**src/logic/dds_src_pkg.sv**
```systemverilog
// constants and types shared by the dds parameter source selector
`default_nettype none
package dds_src_pkg;

  // ********************
  // register map
  // ********************
  localparam logic [7:0] REG_CTRL_ONE     = 8'h00;
  localparam logic [7:0] REG_CTRL_TWO     = 8'h01;
  localparam logic [7:0] REG_MOD_TUNING   = 8'h04;
  localparam logic [7:0] REG_MOD_DENOM    = 8'h05;
  localparam logic [7:0] REG_MOD_NUMER    = 8'h06;
  localparam logic [7:0] REG_RAMP_LOWER   = 8'h07;
  localparam logic [7:0] REG_RAMP_UPPER   = 8'h08;
  localparam logic [7:0] REG_RAMP_RSTEP   = 8'h09;
  localparam logic [7:0] REG_RAMP_FSTEP   = 8'h0a;
  localparam logic [7:0] REG_RAMP_RATE    = 8'h0b;
  localparam logic [7:0] REG_KEY_CTRL     = 8'h0c;
  localparam logic [7:0] REG_RAMP_STATUS  = 8'h0d;
  localparam logic [7:0] REG_PROFILE_BASE = 8'h10;
  localparam int         NUM_REGS         = 13;
  localparam logic [31:0] REG_RESET       = 32'h0000_0000;

  // ********************
  // field positions
  // ********************
  localparam int BIT_KEY_EN      = 8;
  localparam int BIT_KEY_AUTO    = 9;
  localparam int BIT_PROFILE_EN  = 23;
  localparam int BIT_PORT_EN     = 22;
  localparam int BIT_RAMP_EN     = 19;
  localparam int BIT_MOD_EN      = 18;
  localparam int POS_RAMP_DEST   = 20;
  localparam int POS_FALL_RATE   = 16;
  localparam int POS_KEY_TARGET  = 16;
  localparam int POS_PROF_AMP    = 16;
  localparam logic [11:0] AMP_FULL = 12'hfff;

  // ********************
  // timing
  // ********************
  localparam int         SYNC_DIV      = 24;
  localparam logic [4:0] SYNC_LAST     = 5'(SYNC_DIV - 1);
  localparam logic [4:0] SYNC_HIGH_END = 5'(SYNC_DIV / 2);

  typedef enum logic [1:0] {
    DEST_AMP   = 2'b00,
    DEST_PHASE = 2'b01,
    DEST_FREQ  = 2'b10,
    DEST_POLAR = 2'b11
  } dest_t;

  typedef struct packed {
    logic [31:0] freq;
    logic [15:0] phase;
    logic [11:0] amp;
  } param_t;

  typedef struct packed {
    logic        we;
    logic [3:0]  addr;
    logic [31:0] data;
  } prof_wr_t;

endpackage
`default_nettype wire

```
**src/logic/dds_profile_mem.sv**
```systemverilog
// eight profile entries, two words each, with registered read
`timescale 1ns/1ps
`default_nettype none
module dds_profile_mem (
  // clock and reset
  input  wire logic                  clk_sys,
  input  wire logic                  rst_n,
  // write side
  input  wire dds_src_pkg::prof_wr_t wr,
  // read side
  input  wire logic [2:0]            rd_idx,
  output logic [63:0]                rd_q
);

  typedef struct packed {
    logic [7:0][63:0] mem;
    logic [63:0]      q;
  } mem_state_t;

  mem_state_t st_ff;
  mem_state_t nxt_st;

  always_comb begin
    nxt_st = st_ff;
    if (wr.we) begin
      if (wr.addr[0]) begin
        nxt_st.mem[wr.addr[3:1]][63:32] = wr.data;
      end else begin
        nxt_st.mem[wr.addr[3:1]][31:0] = wr.data;
      end
    end
    nxt_st.q = st_ff.mem[rd_idx];
  end

  always_ff @(posedge clk_sys or negedge rst_n) begin
    if (!rst_n) begin
      st_ff <= '0;
    end else begin
      st_ff <= nxt_st;
    end
  end

  assign rd_q = st_ff.q;

endmodule
`default_nettype wire

```
**src/logic/dds_param_source.sv**
```systemverilog
// parameter source selection, ramp, keying ramp and modulus accumulator
`timescale 1ns/1ps
`default_nettype none
module dds_param_source (
  // clock and reset
  input  wire logic                clk_sys,
  input  wire logic                rst_n,
  // register port
  input  wire logic                reg_wr_en,
  input  wire logic [7:0]          reg_addr,
  input  wire logic [31:0]         reg_wdata,
  output logic [31:0]              reg_rdata,
  input  wire logic                io_update_in,
  // host pins
  input  wire logic [2:0]          profile_select_pins,
  input  wire logic                ramp_direction_in,
  input  wire logic                ramp_hold_in,
  input  wire logic                amplitude_keying,
  input  wire logic [1:0]          function_pins,
  input  wire logic [31:0]         port_data,
  output logic                     sync_clk_out,
  output logic                     ramp_limit_out,
  // synthesis core side
  output dds_src_pkg::param_t      dds_param,
  output logic                     phase_carry_out
);

  typedef struct packed {
    logic [4:0]                 div;
    logic                       sync_clk;
    logic [dds_src_pkg::NUM_REGS-1:0][31:0] buf_regs;
    logic [dds_src_pkg::NUM_REGS-1:0][31:0] act_regs;
    logic [31:0]                ramp_acc;
    logic [15:0]                rate_cnt;
    logic [11:0]                key_acc;
    dds_src_pkg::param_t        param;
    logic                       carry;
    logic                       limit;
    logic [31:0]                rdata;
  } state_t;

  state_t               st_ff;
  state_t               nxt_st;
  dds_src_pkg::prof_wr_t prof_wr;
  logic [63:0]          prof_q;

  // ********************
  // helpers
  // ********************
  // saturating step toward a limit; the ramp parks there instead of wrapping
  function automatic logic [31:0] ramp_step(input logic [31:0] acc, input logic [31:0] step,
                                            input logic [31:0] lim, input logic up);
    logic [32:0] sum;
    sum = '0;
    if (up) begin
      sum = {1'b0, acc} + {1'b0, step};
      ramp_step = (sum >= {1'b0, lim}) ? lim : sum[31:0];
    end else begin
      ramp_step = (acc <= lim || (acc - lim) <= step) ? lim : acc - step;
    end
  endfunction

  function automatic logic [11:0] key_step(input logic [11:0] acc, input logic [11:0] step,
                                           input logic [11:0] lim, input logic up);
    logic [12:0] sum;
    sum = '0;
    if (up) begin
      sum = {1'b0, acc} + {1'b0, step};
      key_step = (sum >= {1'b0, lim}) ? lim : sum[11:0];
    end else begin
      key_step = (acc <= step) ? 12'h000 : acc - step;
    end
  endfunction

  function automatic logic reg_hit(input logic [7:0] a);
    reg_hit = a < 8'(dds_src_pkg::NUM_REGS);
  endfunction

  // ********************
  // profile storage
  // ********************
  always_comb begin
    prof_wr.we   = reg_wr_en && reg_addr[7:4] == dds_src_pkg::REG_PROFILE_BASE[7:4];
    prof_wr.addr = reg_addr[3:0];
    prof_wr.data = reg_wdata;
  end

  dds_profile_mem u_prof (
    .clk_sys (clk_sys),
    .rst_n   (rst_n),
    .wr      (prof_wr),
    .rd_idx  (profile_select_pins),
    .rd_q    (prof_q)
  );

  // ********************
  // decoded controls
  // ********************
  logic        tick;
  logic        key_en, key_auto, prof_en, port_en, ramp_en, mod_en;
  dds_src_pkg::dest_t ramp_dest;
  dds_src_pkg::dest_t port_dest;
  logic [31:0] tuning, denom, numer, lower, upper, rstep, fstep;
  logic [15:0] rise_rate, fall_rate, cur_rate;
  logic [11:0] key_target, key_stepsz;
  logic [31:0] prof_freq;
  logic [15:0] prof_phase;
  logic [11:0] prof_amp;
  logic        ramp_sweep;
  logic [32:0] mod_sum;

  always_comb begin
    tick       = st_ff.div == dds_src_pkg::SYNC_LAST;
    key_en     = st_ff.act_regs[dds_src_pkg::REG_CTRL_ONE][dds_src_pkg::BIT_KEY_EN];
    key_auto   = st_ff.act_regs[dds_src_pkg::REG_CTRL_ONE][dds_src_pkg::BIT_KEY_AUTO];
    prof_en    = st_ff.act_regs[dds_src_pkg::REG_CTRL_TWO][dds_src_pkg::BIT_PROFILE_EN];
    port_en    = st_ff.act_regs[dds_src_pkg::REG_CTRL_TWO][dds_src_pkg::BIT_PORT_EN];
    ramp_en    = st_ff.act_regs[dds_src_pkg::REG_CTRL_TWO][dds_src_pkg::BIT_RAMP_EN];
    mod_en     = st_ff.act_regs[dds_src_pkg::REG_CTRL_TWO][dds_src_pkg::BIT_MOD_EN];
    ramp_dest  = dds_src_pkg::dest_t'(
                 st_ff.act_regs[dds_src_pkg::REG_CTRL_TWO][dds_src_pkg::POS_RAMP_DEST +: 2]);
    port_dest  = dds_src_pkg::dest_t'(function_pins);
    tuning     = st_ff.act_regs[dds_src_pkg::REG_MOD_TUNING];
    denom      = st_ff.act_regs[dds_src_pkg::REG_MOD_DENOM];
    numer      = st_ff.act_regs[dds_src_pkg::REG_MOD_NUMER];
    lower      = st_ff.act_regs[dds_src_pkg::REG_RAMP_LOWER];
    upper      = st_ff.act_regs[dds_src_pkg::REG_RAMP_UPPER];
    rstep      = st_ff.act_regs[dds_src_pkg::REG_RAMP_RSTEP];
    fstep      = st_ff.act_regs[dds_src_pkg::REG_RAMP_FSTEP];
    rise_rate  = st_ff.act_regs[dds_src_pkg::REG_RAMP_RATE][15:0];
    fall_rate  = st_ff.act_regs[dds_src_pkg::REG_RAMP_RATE][dds_src_pkg::POS_FALL_RATE +: 16];
    cur_rate   = ramp_direction_in ? rise_rate : fall_rate;
    key_stepsz = st_ff.act_regs[dds_src_pkg::REG_KEY_CTRL][11:0];
    key_target = st_ff.act_regs[dds_src_pkg::REG_KEY_CTRL][dds_src_pkg::POS_KEY_TARGET +: 12];
    prof_freq  = prof_q[31:0];
    prof_phase = prof_q[47:32];
    prof_amp   = prof_q[32 + dds_src_pkg::POS_PROF_AMP +: 12];
    // modulus mode owns the ramp as an auxiliary accumulator
    ramp_sweep = ramp_en && !mod_en;
    mod_sum    = {1'b0, st_ff.ramp_acc} + {1'b0, numer};
  end

  // ********************
  // next state
  // ********************
  always_comb begin
    nxt_st       = st_ff;
    nxt_st.carry = 1'b0;

    // data clock: high for the first half of each 24-cycle frame
    nxt_st.div      = tick ? 5'h00 : st_ff.div + 5'h01;
    nxt_st.sync_clk = nxt_st.div < dds_src_pkg::SYNC_HIGH_END;

    // register port: writes fill buffers, update copies them in
    if (reg_wr_en && reg_hit(reg_addr) && reg_addr != dds_src_pkg::REG_RAMP_STATUS) begin
      nxt_st.buf_regs[reg_addr[3:0]] = reg_wdata;
    end
    if (io_update_in) begin
      nxt_st.act_regs = nxt_st.buf_regs;
    end
    if (reg_addr == dds_src_pkg::REG_RAMP_STATUS) begin
      nxt_st.rdata = st_ff.ramp_acc;
    end else if (reg_hit(reg_addr)) begin
      nxt_st.rdata = st_ff.buf_regs[reg_addr[3:0]];
    end else begin
      nxt_st.rdata = 32'h0000_0000;
    end

    if (tick) begin
      // ramp or auxiliary accumulator
      if (mod_en) begin
        if (mod_sum >= {1'b0, denom}) begin
          nxt_st.ramp_acc = 32'(mod_sum - {1'b0, denom});
          nxt_st.carry    = 1'b1;
        end else begin
          nxt_st.ramp_acc = mod_sum[31:0];
        end
        nxt_st.rate_cnt = 16'h0000;
      end else if (ramp_en && !ramp_hold_in) begin
        if (st_ff.rate_cnt >= cur_rate) begin
          nxt_st.rate_cnt = 16'h0000;
          nxt_st.ramp_acc = ramp_direction_in
                          ? ramp_step(st_ff.ramp_acc, rstep, upper, 1'b1)
                          : ramp_step(st_ff.ramp_acc, fstep, lower, 1'b0);
        end else begin
          nxt_st.rate_cnt = st_ff.rate_cnt + 16'h0001;
        end
      end

      // keying ramp toward target or zero
      // no manual keying: the pin only steers the automatic ramp
      if (key_en && key_auto) begin
        nxt_st.key_acc = key_step(st_ff.key_acc, key_stepsz, key_target, amplitude_keying);
      end

      // frequency: modulus, ramp, profile, port, stored
      if (mod_en) begin
        nxt_st.param.freq = tuning;
      end else if (ramp_sweep && ramp_dest == dds_src_pkg::DEST_FREQ) begin
        nxt_st.param.freq = st_ff.ramp_acc;
      end else if (prof_en) begin
        nxt_st.param.freq = prof_freq;
      end else if (port_en && port_dest == dds_src_pkg::DEST_FREQ) begin
        nxt_st.param.freq = port_data;
      end else begin
        nxt_st.param.freq = prof_freq;
      end

      // phase
      if (ramp_sweep && ramp_dest == dds_src_pkg::DEST_PHASE) begin
        nxt_st.param.phase = st_ff.ramp_acc[31:16];
      end else if (prof_en) begin
        nxt_st.param.phase = prof_phase;
      end else if (port_en && (port_dest == dds_src_pkg::DEST_PHASE ||
                               port_dest == dds_src_pkg::DEST_POLAR)) begin
        nxt_st.param.phase = port_data[31:16];
      end else begin
        nxt_st.param.phase = prof_phase;
      end

      // amplitude: keying ramp above all
      if (key_en && key_auto) begin
        nxt_st.param.amp = st_ff.key_acc;
      end else if (key_en && ramp_sweep && ramp_dest == dds_src_pkg::DEST_AMP) begin
        nxt_st.param.amp = st_ff.ramp_acc[31:20];
      end else if (key_en && prof_en) begin
        nxt_st.param.amp = prof_amp;
      end else if (port_en && port_dest == dds_src_pkg::DEST_AMP) begin
        nxt_st.param.amp = port_data[31:20];
      end else if (port_en && port_dest == dds_src_pkg::DEST_POLAR) begin
        nxt_st.param.amp = port_data[15:4];
      end else if (key_en) begin
        nxt_st.param.amp = prof_amp;
      end else begin
        nxt_st.param.amp = dds_src_pkg::AMP_FULL;
      end
    end

    nxt_st.limit = ramp_sweep &&
                   (nxt_st.ramp_acc == upper || nxt_st.ramp_acc == lower);
  end

  always_ff @(posedge clk_sys or negedge rst_n) begin
    if (!rst_n) begin
      st_ff <= '0;
    end else begin
      st_ff <= nxt_st;
    end
  end

  // ********************
  // outputs
  // ********************
  assign reg_rdata       = st_ff.rdata;
  assign sync_clk_out    = st_ff.sync_clk;
  assign ramp_limit_out  = st_ff.limit;
  assign dds_param       = st_ff.param;
  assign phase_carry_out = st_ff.carry;

  // ********************
  // checks
  // ********************
  a_sync_period: assert property (@(posedge clk_sys) disable iff (!rst_n)
    tick |-> ##24 tick)
    else $error("data clock period is not 24 cycles");

  a_sync_rise: assert property (@(posedge clk_sys) disable iff (!rst_n)
    tick |=> sync_clk_out [*8])
    else $error("data clock not high after frame start");

  a_mod_freq: assert property (@(posedge clk_sys) disable iff (!rst_n)
    tick && mod_en && !io_update_in |=> dds_param.freq == $past(tuning))
    else $error("modulus mode did not own frequency");

  a_profile_phase: assert property (@(posedge clk_sys) disable iff (!rst_n)
    tick && prof_en && !(ramp_sweep && ramp_dest == dds_src_pkg::DEST_PHASE)
    |=> dds_param.phase == $past(prof_phase))
    else $error("profile phase not applied on data clock");

  a_amp_gate: assert property (@(posedge clk_sys) disable iff (!rst_n)
    tick && !key_en && !port_en |=> dds_param.amp == dds_src_pkg::AMP_FULL)
    else $error("amplitude used without keying enable");

  a_key_override: assert property (@(posedge clk_sys) disable iff (!rst_n)
    tick && key_en && key_auto |=> dds_param.amp == $past(st_ff.key_acc))
    else $error("keying ramp did not override amplitude");

  a_hold_freeze: assert property (@(posedge clk_sys) disable iff (!rst_n)
    tick && ramp_hold_in && !mod_en |=> $stable(st_ff.ramp_acc))
    else $error("ramp moved while held");

  a_ramp_bound: assert property (@(posedge clk_sys) disable iff (!rst_n)
    tick && ramp_sweep && ramp_direction_in && !ramp_hold_in && st_ff.ramp_acc == upper
    && !io_update_in |=> st_ff.ramp_acc == $past(upper))
    else $error("ramp left its upper limit");

  a_limit_flag: assert property (@(posedge clk_sys) disable iff (!rst_n)
    ramp_sweep && st_ff.ramp_acc == upper && !io_update_in
    && !(tick && !ramp_direction_in && !ramp_hold_in) |-> ##1 ramp_limit_out)
    else $error("limit output low at limit");

  a_limit_lower: assert property (@(posedge clk_sys) disable iff (!rst_n)
    ramp_sweep && st_ff.ramp_acc == lower && !io_update_in
    && !(tick && ramp_direction_in && !ramp_hold_in) |-> ##1 ramp_limit_out)
    else $error("limit output low at lower limit");

  a_profile_freq: assert property (@(posedge clk_sys) disable iff (!rst_n)
    tick && prof_en && !mod_en && !(ramp_sweep && ramp_dest == dds_src_pkg::DEST_FREQ)
    |=> dds_param.freq == $past(prof_freq))
    else $error("profile lost frequency to a lower source");

  a_ramp_freq: assert property (@(posedge clk_sys) disable iff (!rst_n)
    tick && ramp_sweep && ramp_dest == dds_src_pkg::DEST_FREQ
    |=> dds_param.freq == $past(st_ff.ramp_acc))
    else $error("ramp did not drive full frequency word");

  a_ramp_phase: assert property (@(posedge clk_sys) disable iff (!rst_n)
    tick && ramp_sweep && ramp_dest == dds_src_pkg::DEST_PHASE
    |=> dds_param.phase == $past(st_ff.ramp_acc[31:16]))
    else $error("ramp did not drive phase from its top bits");

  a_polar_split: assert property (@(posedge clk_sys) disable iff (!rst_n)
    tick && port_en && !prof_en && !ramp_sweep && !key_en
    && port_dest == dds_src_pkg::DEST_POLAR
    |=> dds_param.phase == $past(port_data[31:16]) && dds_param.amp == $past(port_data[15:4]))
    else $error("polar port word not split into phase and amplitude");

  a_carry_pulse: assert property (@(posedge clk_sys) disable iff (!rst_n)
    phase_carry_out |=> !phase_carry_out)
    else $error("carry pulse longer than one cycle");

  a_mod_carry: assert property (@(posedge clk_sys) disable iff (!rst_n)
    phase_carry_out |-> $past(tick) && $past(mod_en) && st_ff.ramp_acc < $past(denom))
    else $error("carry without accumulator wrap");

  a_update_copy: assert property (@(posedge clk_sys) disable iff (!rst_n)
    io_update_in && !reg_wr_en |=> st_ff.act_regs == $past(st_ff.buf_regs))
    else $error("update did not load active registers");

  c_mod_carry: cover property (@(posedge clk_sys) disable iff (!rst_n)
    phase_carry_out);
  c_ramp_limit: cover property (@(posedge clk_sys) disable iff (!rst_n)
    $rose(ramp_limit_out));
  c_polar_port: cover property (@(posedge clk_sys) disable iff (!rst_n)
    tick && port_en && port_dest == dds_src_pkg::DEST_POLAR);

  c_key_ramp: cover property (@(posedge clk_sys) disable iff (!rst_n)
    tick && key_en && key_auto && !amplitude_keying);

endmodule
`default_nettype wire

```
**config.mk**
```make
export PLATFORM = sky130hd
export DESIGN_NAME = dds_param_source
export DESIGN_NICKNAME = d
export VERILOG_FILES = /design/src/logic/dds_src_pkg.sv /design/src/logic/dds_profile_mem.sv /design/src/logic/dds_param_source.sv
export SDC_FILE = /design/constraint.sdc
export NUM_CORES = 2
export LEC_CHECK = 0
export ABC_AREA = 1
export BUFFER_PORTS_ARGS = -buffer_cell sky130_fd_sc_hd__buf_2
export CORE_MARGIN = 2
export CORE_UTILIZATION = 37
export DETAILED_ROUTE_END_ITERATION = 6
export PLACE_DENSITY_LB_ADDON = 0.25
export SLEW_MARGIN = 25
export SYNTH_ARGS = -nofsm -noshare
export SYNTH_HDL_FRONTEND = slang
export SYNTH_SLANG_ARGS = --single-unit
```
**constraint.sdc**
```tcl
create_clock -name clk_sys -period 5.6 [get_ports clk_sys]
set_clock_uncertainty 0.1 [all_clocks]
set_input_delay 0.84 -clock clk_sys [delete_from_list [all_inputs] [get_ports clk_sys]]
set_output_delay 0.84 -clock clk_sys [all_outputs]
set_load 0.02 [all_outputs]
```
## Word-level counts from Yosys, hierarchy flattened

Cells that the tools add are included.

| word-level totals | value |
|---|---|
| memories | 0 |
| bits in latches | 0 |
| register bits | 1466 |
| bits in writable memories | 0 |
| bits in read-only memories | 0 |
| logic and storage cells | 153 |

| cells by class | value |
|---|---|
| magnitude comparators | 14 |
| muxes and demuxes | 47 |
| bitwise gates (word level) | 0 |
| $add $sub $neg | 9 |
| divide/modulo/power cells | 0 |
| shifts and indexed selects | 0 |
| multipliers | 0 |
| eq/ne operators | 11 |
| reduce and logical (&&, ||, !) cells | 28 |

Operators by type and width:

| cell | number |
|---|---|
| $bwmux 512 | 2 |
| $mux 512 | 1 |
| $mux 32 | 14 |
| $bwmux 416 | 1 |
| $mux 416 | 1 |
| $demux 64 s3 | 2 |
| $bmux 64 s3 | 1 |
| $bmux 32 s4 | 1 |
| $demux 32 s4 | 1 |
| $mux 121 | 1 |
| $mux 12 | 10 |
| $mux 48 | 2 |
| $sub 32x32->32 | 3 |
| $mux 16 | 5 |
| $add 32x32->33 | 2 |
| $ge 33x32->1 | 2 |
| $eq 32x32->1 | 2 |
| $le 32x32->1 | 2 |
| $mux 64 | 1 |
| $mux 60 | 1 |
| $logic_and 1x1->1 | 18 |
| $add 16x1->16 const B | 1 |
| $ge 16x16->1 | 1 |
| $add 12x12->13 | 1 |
| 23 further kinds | 33 |

## Logic depth before layout (Yosys ltp)

| depth | value |
|---|---|
| depth after elaboration | 12 |
| gate-level depth with buffers | 45 |
| gate-level depth less buffers | 45 |

## By module

A second synthesis with hierarchy kept.

| second synthesis, totals | value |
|---|---|
| cells, all modules | 10196 |
| area, all modules | 79732.7 um^2 |

Modules (own cells, without submodules):

| module | instances | area each (um^2) | cells each | seq. area each (um^2) |
|---|---|---|---|---|
| dds_param_source | 1 | 52437.8 | 6639 | 21620.7 |
| dds_profile_mem | 1 | 27294.9 | 3557 | 14413.8 |

## Worst setup path before layout

No wires, ideal clock.

| path | value |
|---|---|
| path kind | register to register |
| from | reg st_ff[124] (netlist name) |
| to | reg st_ff, in the netlist ramp_limit_out |
| stages on the path, launching flop included | 41 |
| arrival time | 5077 ps |
| setup time | 73 ps |
| setup slack | 350 ps |
| path through | dfrtp_1 > ha_1 > a21oi_1 > o21ai_1 > a21oi_1 > o21ai_2 > a21boi_0 > o21ai_0 > a21boi_1 > o21ai_2 > a21boi_1 > o21ai_2 > a21boi_1 > o21ai_0 > nand2_1 > nand2_1 > nand2_1 > nand2_1 > (+5 left out) > nand2_1 > nand2_2 > nand3_4 > buf_6 > buf_6 > a21oi_1 > o21ai_1 > nand2_1 > nand2_1 > nand2_1 > nand2_1 > nand2_1 > nand3_1 > nor2_1 > nand2_1 > nor2_1 > nand2_1 > a21oi_2 |

RTL lines:

| what | line | RTL |
|---|---|---|
| start, declared | dds_param_source.sv:42 | `state_t st_ff;` |
| start signal, assigned | dds_param_source.sv:247 | `st_ff <= nxt_st;` |

==> results.txt <==
----------------------------------------------------
[Drt]
  First-pass DRT Iterations ... 7
  Via/cell ratio ... 5.72
  Number of antenna-violating nets in the routed design ... 0
  Routed wire length per instance ... 28.1 um
  Final wirelength ... 354000 um
  Post-route DRC violation count ... 1
  Detailed Route Iter0 Violations ... 8247
  Total via count after detailed routing ... 72000

[GRT]
  Overall global routing resource usage ... 0.333
  Wire length of the first global-routing pass ... 502000 um
  Antenna violations before repair ... 40
  Grt ovf ... 0
  Via count of the first global-routing pass ... 68400
  Pin count of the biggest net entering global routing ... 165

[STA]
  Fin crit share ... 1.06
  Least-Margin Pin Slew ... 1.25 ns
  Setup Viol. Count Final ... 1
  Peak Freq ... 0.169 GHz
  Max-slew violation count ... 0
  Final Hold Viols ... 0
  Sum Neg Setup Slack ... -0.326 ns
  Minimum period implied by the final worst setup slack ... 5.93 ns
  Setup repair after global routing missed its margin ... true
  Final worst hold slack ... 0.219 ns
  Worst relative slew slack ... 0.159
  Slack of the critical path ... -0.326 ns

[Min path]
  Worst hold path startpoint ... amplitude_keying
  Endpoint, Worst Hold ... st_ff[104]$_DFFE_PN0P_
  Number of cells on the worst hold path ... 3
  Class of the worst hold path ... in -> reg

[Setup path]
  Slowest stage cell, crit path ... dfrtp_1
  Most numerous cell on the critical path ... nand2_1
  End of the worst register-to-register path ... ramp_limit_out$_DFF_PN0_
  Worst Setup Start Kind ... register
  CP max stage delay ... 0.72 ns
  Worst setup path category ... reg -> reg
  Worst-case reg-to-reg path depth ... 34
  Reg-to-reg slack, setup ... -0.33 ns
  Highest fanout seen on the critical path ... 11
  Data required time of the worst path ... 6.23 ns
  Crit Reg-Reg Startpoint ... st_ff[136]$_DFF_PN0_
  Critical Path End Type ... register
  Critical Path AT ... 6.55 ns

[Yosys]
  Synthesis-stage register bit count ... 1404
  Share of flip-flops with an asynchronous set or reset ... 1.00
  Most used DFF post-synth ... dfrtp_1
  Post-Syn Instances ... 9333
  Share of synthesized area occupied by flip-flops and latches ... 0.466
  Post-synth cell types ... 63
  Synth warnings ... 0
  EDFF count, synth ... 0
  Synthesized cell area ... 75400 um2
  Syn Area/Cell ... 8.08 um2
  Synthesized netlist net count ... 9701

[Final layout]
  Number of nets in the layout ... 10100
  Commonest non-fill, non-tap cell in the layout ... nand2_1
  Total non-filler cell area in the finished layout ... 89300 um2
  Area growth syn-to-layout ... 18.4%
  Post-Layout Cell Count ... 12600
  Leading cell types in the layout, fill and taps excluded ... nand2_1, dfrtp_1, o21ai_0
  Share of post-route cells with drive strength above 1 ... 0.157
  Fraction of the core area covered by cells at the end of the flow ... 0.441

[Place]
  Area after DPL ... 82700 um2
  DP Wirelength ... 261000 um
  Port Buffer Count ... 178
  Minimum setup slack after placement ... -0.603 ns
  Placed Instances ... 12200
  Last weighted congestion value of the routability-driven placer ... 1.05

[CTS]
  Clock latency reported for the late side of the worst-skew pair ... 0.85 ns
  Number of levels in the clock H-tree ... 4
  Worst-case clock buffer depth ... 3
  Library cell used as clock root buffer ... clkbuf_16
  Total clock sinks ... 1404
  TritonCTS clock tree ... yes
  CTS clk-pin slew, worst paths ... 0.06 ns
  TritonCTS buffer count ... 160

[Floorplanning]
  Initial standard-cell utilization of the core ... 0.373
  Number of ports placed on the die boundary ... 179
  Site row count ... 165
  Chip Height ... 455 um
  Die Outline Area ... 207000 um2
  Core region area ... 202000 um2
  Width of the die ... 455 um

[Flow run]
  Max-cap check violation count ... 0

[Power and ir drop]
  Final Power ... 31.1 mW
  Pwr/cell area ... 349 nW/um2
  Worst-case vdd ir drop ... 0.336 mV
  Leakage ... 42.4 nW

[Outcome]
  Result of the run ... complete, but fails checks
  Violations in the final reports ... DRC, setup timing

----------------------------------------------------
==> critical path: cells and delay by family (launching register included) <==
family	cells	cell delay [ns]
simple gates	21	2.47
xor+xnor	1	0.18
fa+ha+maj	2	0.76
compound gates	4	0.88
buf+inv	6	0.66
flops	1	0.72
==> registers in the layout (all words and copies together) (netlist names), 2 cells and up <==
signal,count
reg_rdata,32
denom,32
tuning,32
fstep,32
upper,32
rstep,32
st_ff,481
numer,32
key_target,12
rise_rate,16
dds_param,60
lower,32
ramp_dest,2
key_stepsz,12
u_prof.rd_q,60
u_prof.st_ff,480
fall_rate,16
==> timing repair <==
item | CTS | global route
gates cloned | 1 | 2
endpoints found under the setup margin | 3 | 20
hold buffers | 1 | 0
buffers inserted | 10 | 11
gates resized for setup | 94 | 54
hold endpoints to repair | 71 | 0
pin swaps | 56 | 54
==> power breakdown <==
group	total [mW]	switching, mW	internal (mW)
combinational	8.58	5.31	3.27
clock	11.3	4.78	6.57
sequential	11.2	0.467	10.7
total	31.1	10.6	20.6
==> cell type report <==
| class | instances | area, um2 |
|---|---|---|
| fillers | 20200 | 113000 |
| flip-flops and latches | 1404 | 35100 |
| repair buffers | 900 | 6930 |
| clock buffers | 229 | 4700 |
| inverters | 639 | 2420 |
| diodes | 27 | 67.6 |
| well taps | 2672 | 3340 |
| clock inverters | 67 | 967 |
| multi-input cells | 6646 | 35700 |
==> how the worst max path moves through the flow <==
stage,slack [ns],from,cells past startpoint,endpoint
after global placement,-0.65,lower[2]$_DFFE_PN0P_,42,ramp_limit_out$_DFF_PN0_
after global routing,-0.61,st_ff[122]$_DFF_PN0_,46,ramp_limit_out$_DFF_PN0_
after CTS,-0.27,lower[0]$_DFFE_PN0P_,43,ramp_limit_out$_DFF_PN0_
final,-0.33,st_ff[136]$_DFF_PN0_,34,ramp_limit_out$_DFF_PN0_
after floorplan,0.35,st_ff[124]$_DFF_PN0_,40,ramp_limit_out$_DFF_PN0_
after detailed placement,-0.60,lower[2]$_DFFE_PN0P_,41,ramp_limit_out$_DFF_PN0_
==> cell families after synthesis <==
kind of cell / share of synthesized area
adders and majority gates: 0.0478
buffers and inverters: 0.0696
AOI/OAI and AO/OA: 0.182
xor gates and xnor gates: 0.0159
muxes: 0.0232
DFF: 0.466
and+or+nand+nor: 0.195
==> per-layer routing <==
metal	vias up	GRT usage	wire length (um)
met1	35500	0.438	144000
met5	-	0	74
met4	12	0.222	27900
li1	32200	-	-
met2	3431	0.502	153000
met3	826	0.0605	28800
==> synth_stat cells (33+ instances only) <==
cell type / instances / share of area
a21oi_1: 402 / 0.027
a221oi_1: 66 / 0.0077
a31oi_1: 141 / 0.012
buf_1: 35 / 0.0017
buf_4: 94 / 0.0094
clkbuf_1: 494 / 0.025
dfrtp_1: 1404 / 0.47
ha_1: 277 / 0.046
inv_1: 622 / 0.031
mux2_2: 127 / 0.019
nand2_1: 2109 / 0.10
nand3_1: 447 / 0.030
nand4_1: 85 / 0.0071
nor2_1: 857 / 0.043
nor3_1: 33 / 0.0022
o211ai_1: 33 / 0.0033
o21a_1: 106 / 0.011
o21ai_0: 1402 / 0.093
o22ai_1: 84 / 0.0070
xnor2_1: 40 / 0.0046
xor2_1: 97 / 0.011
Power figures use the tool's default switching activity.
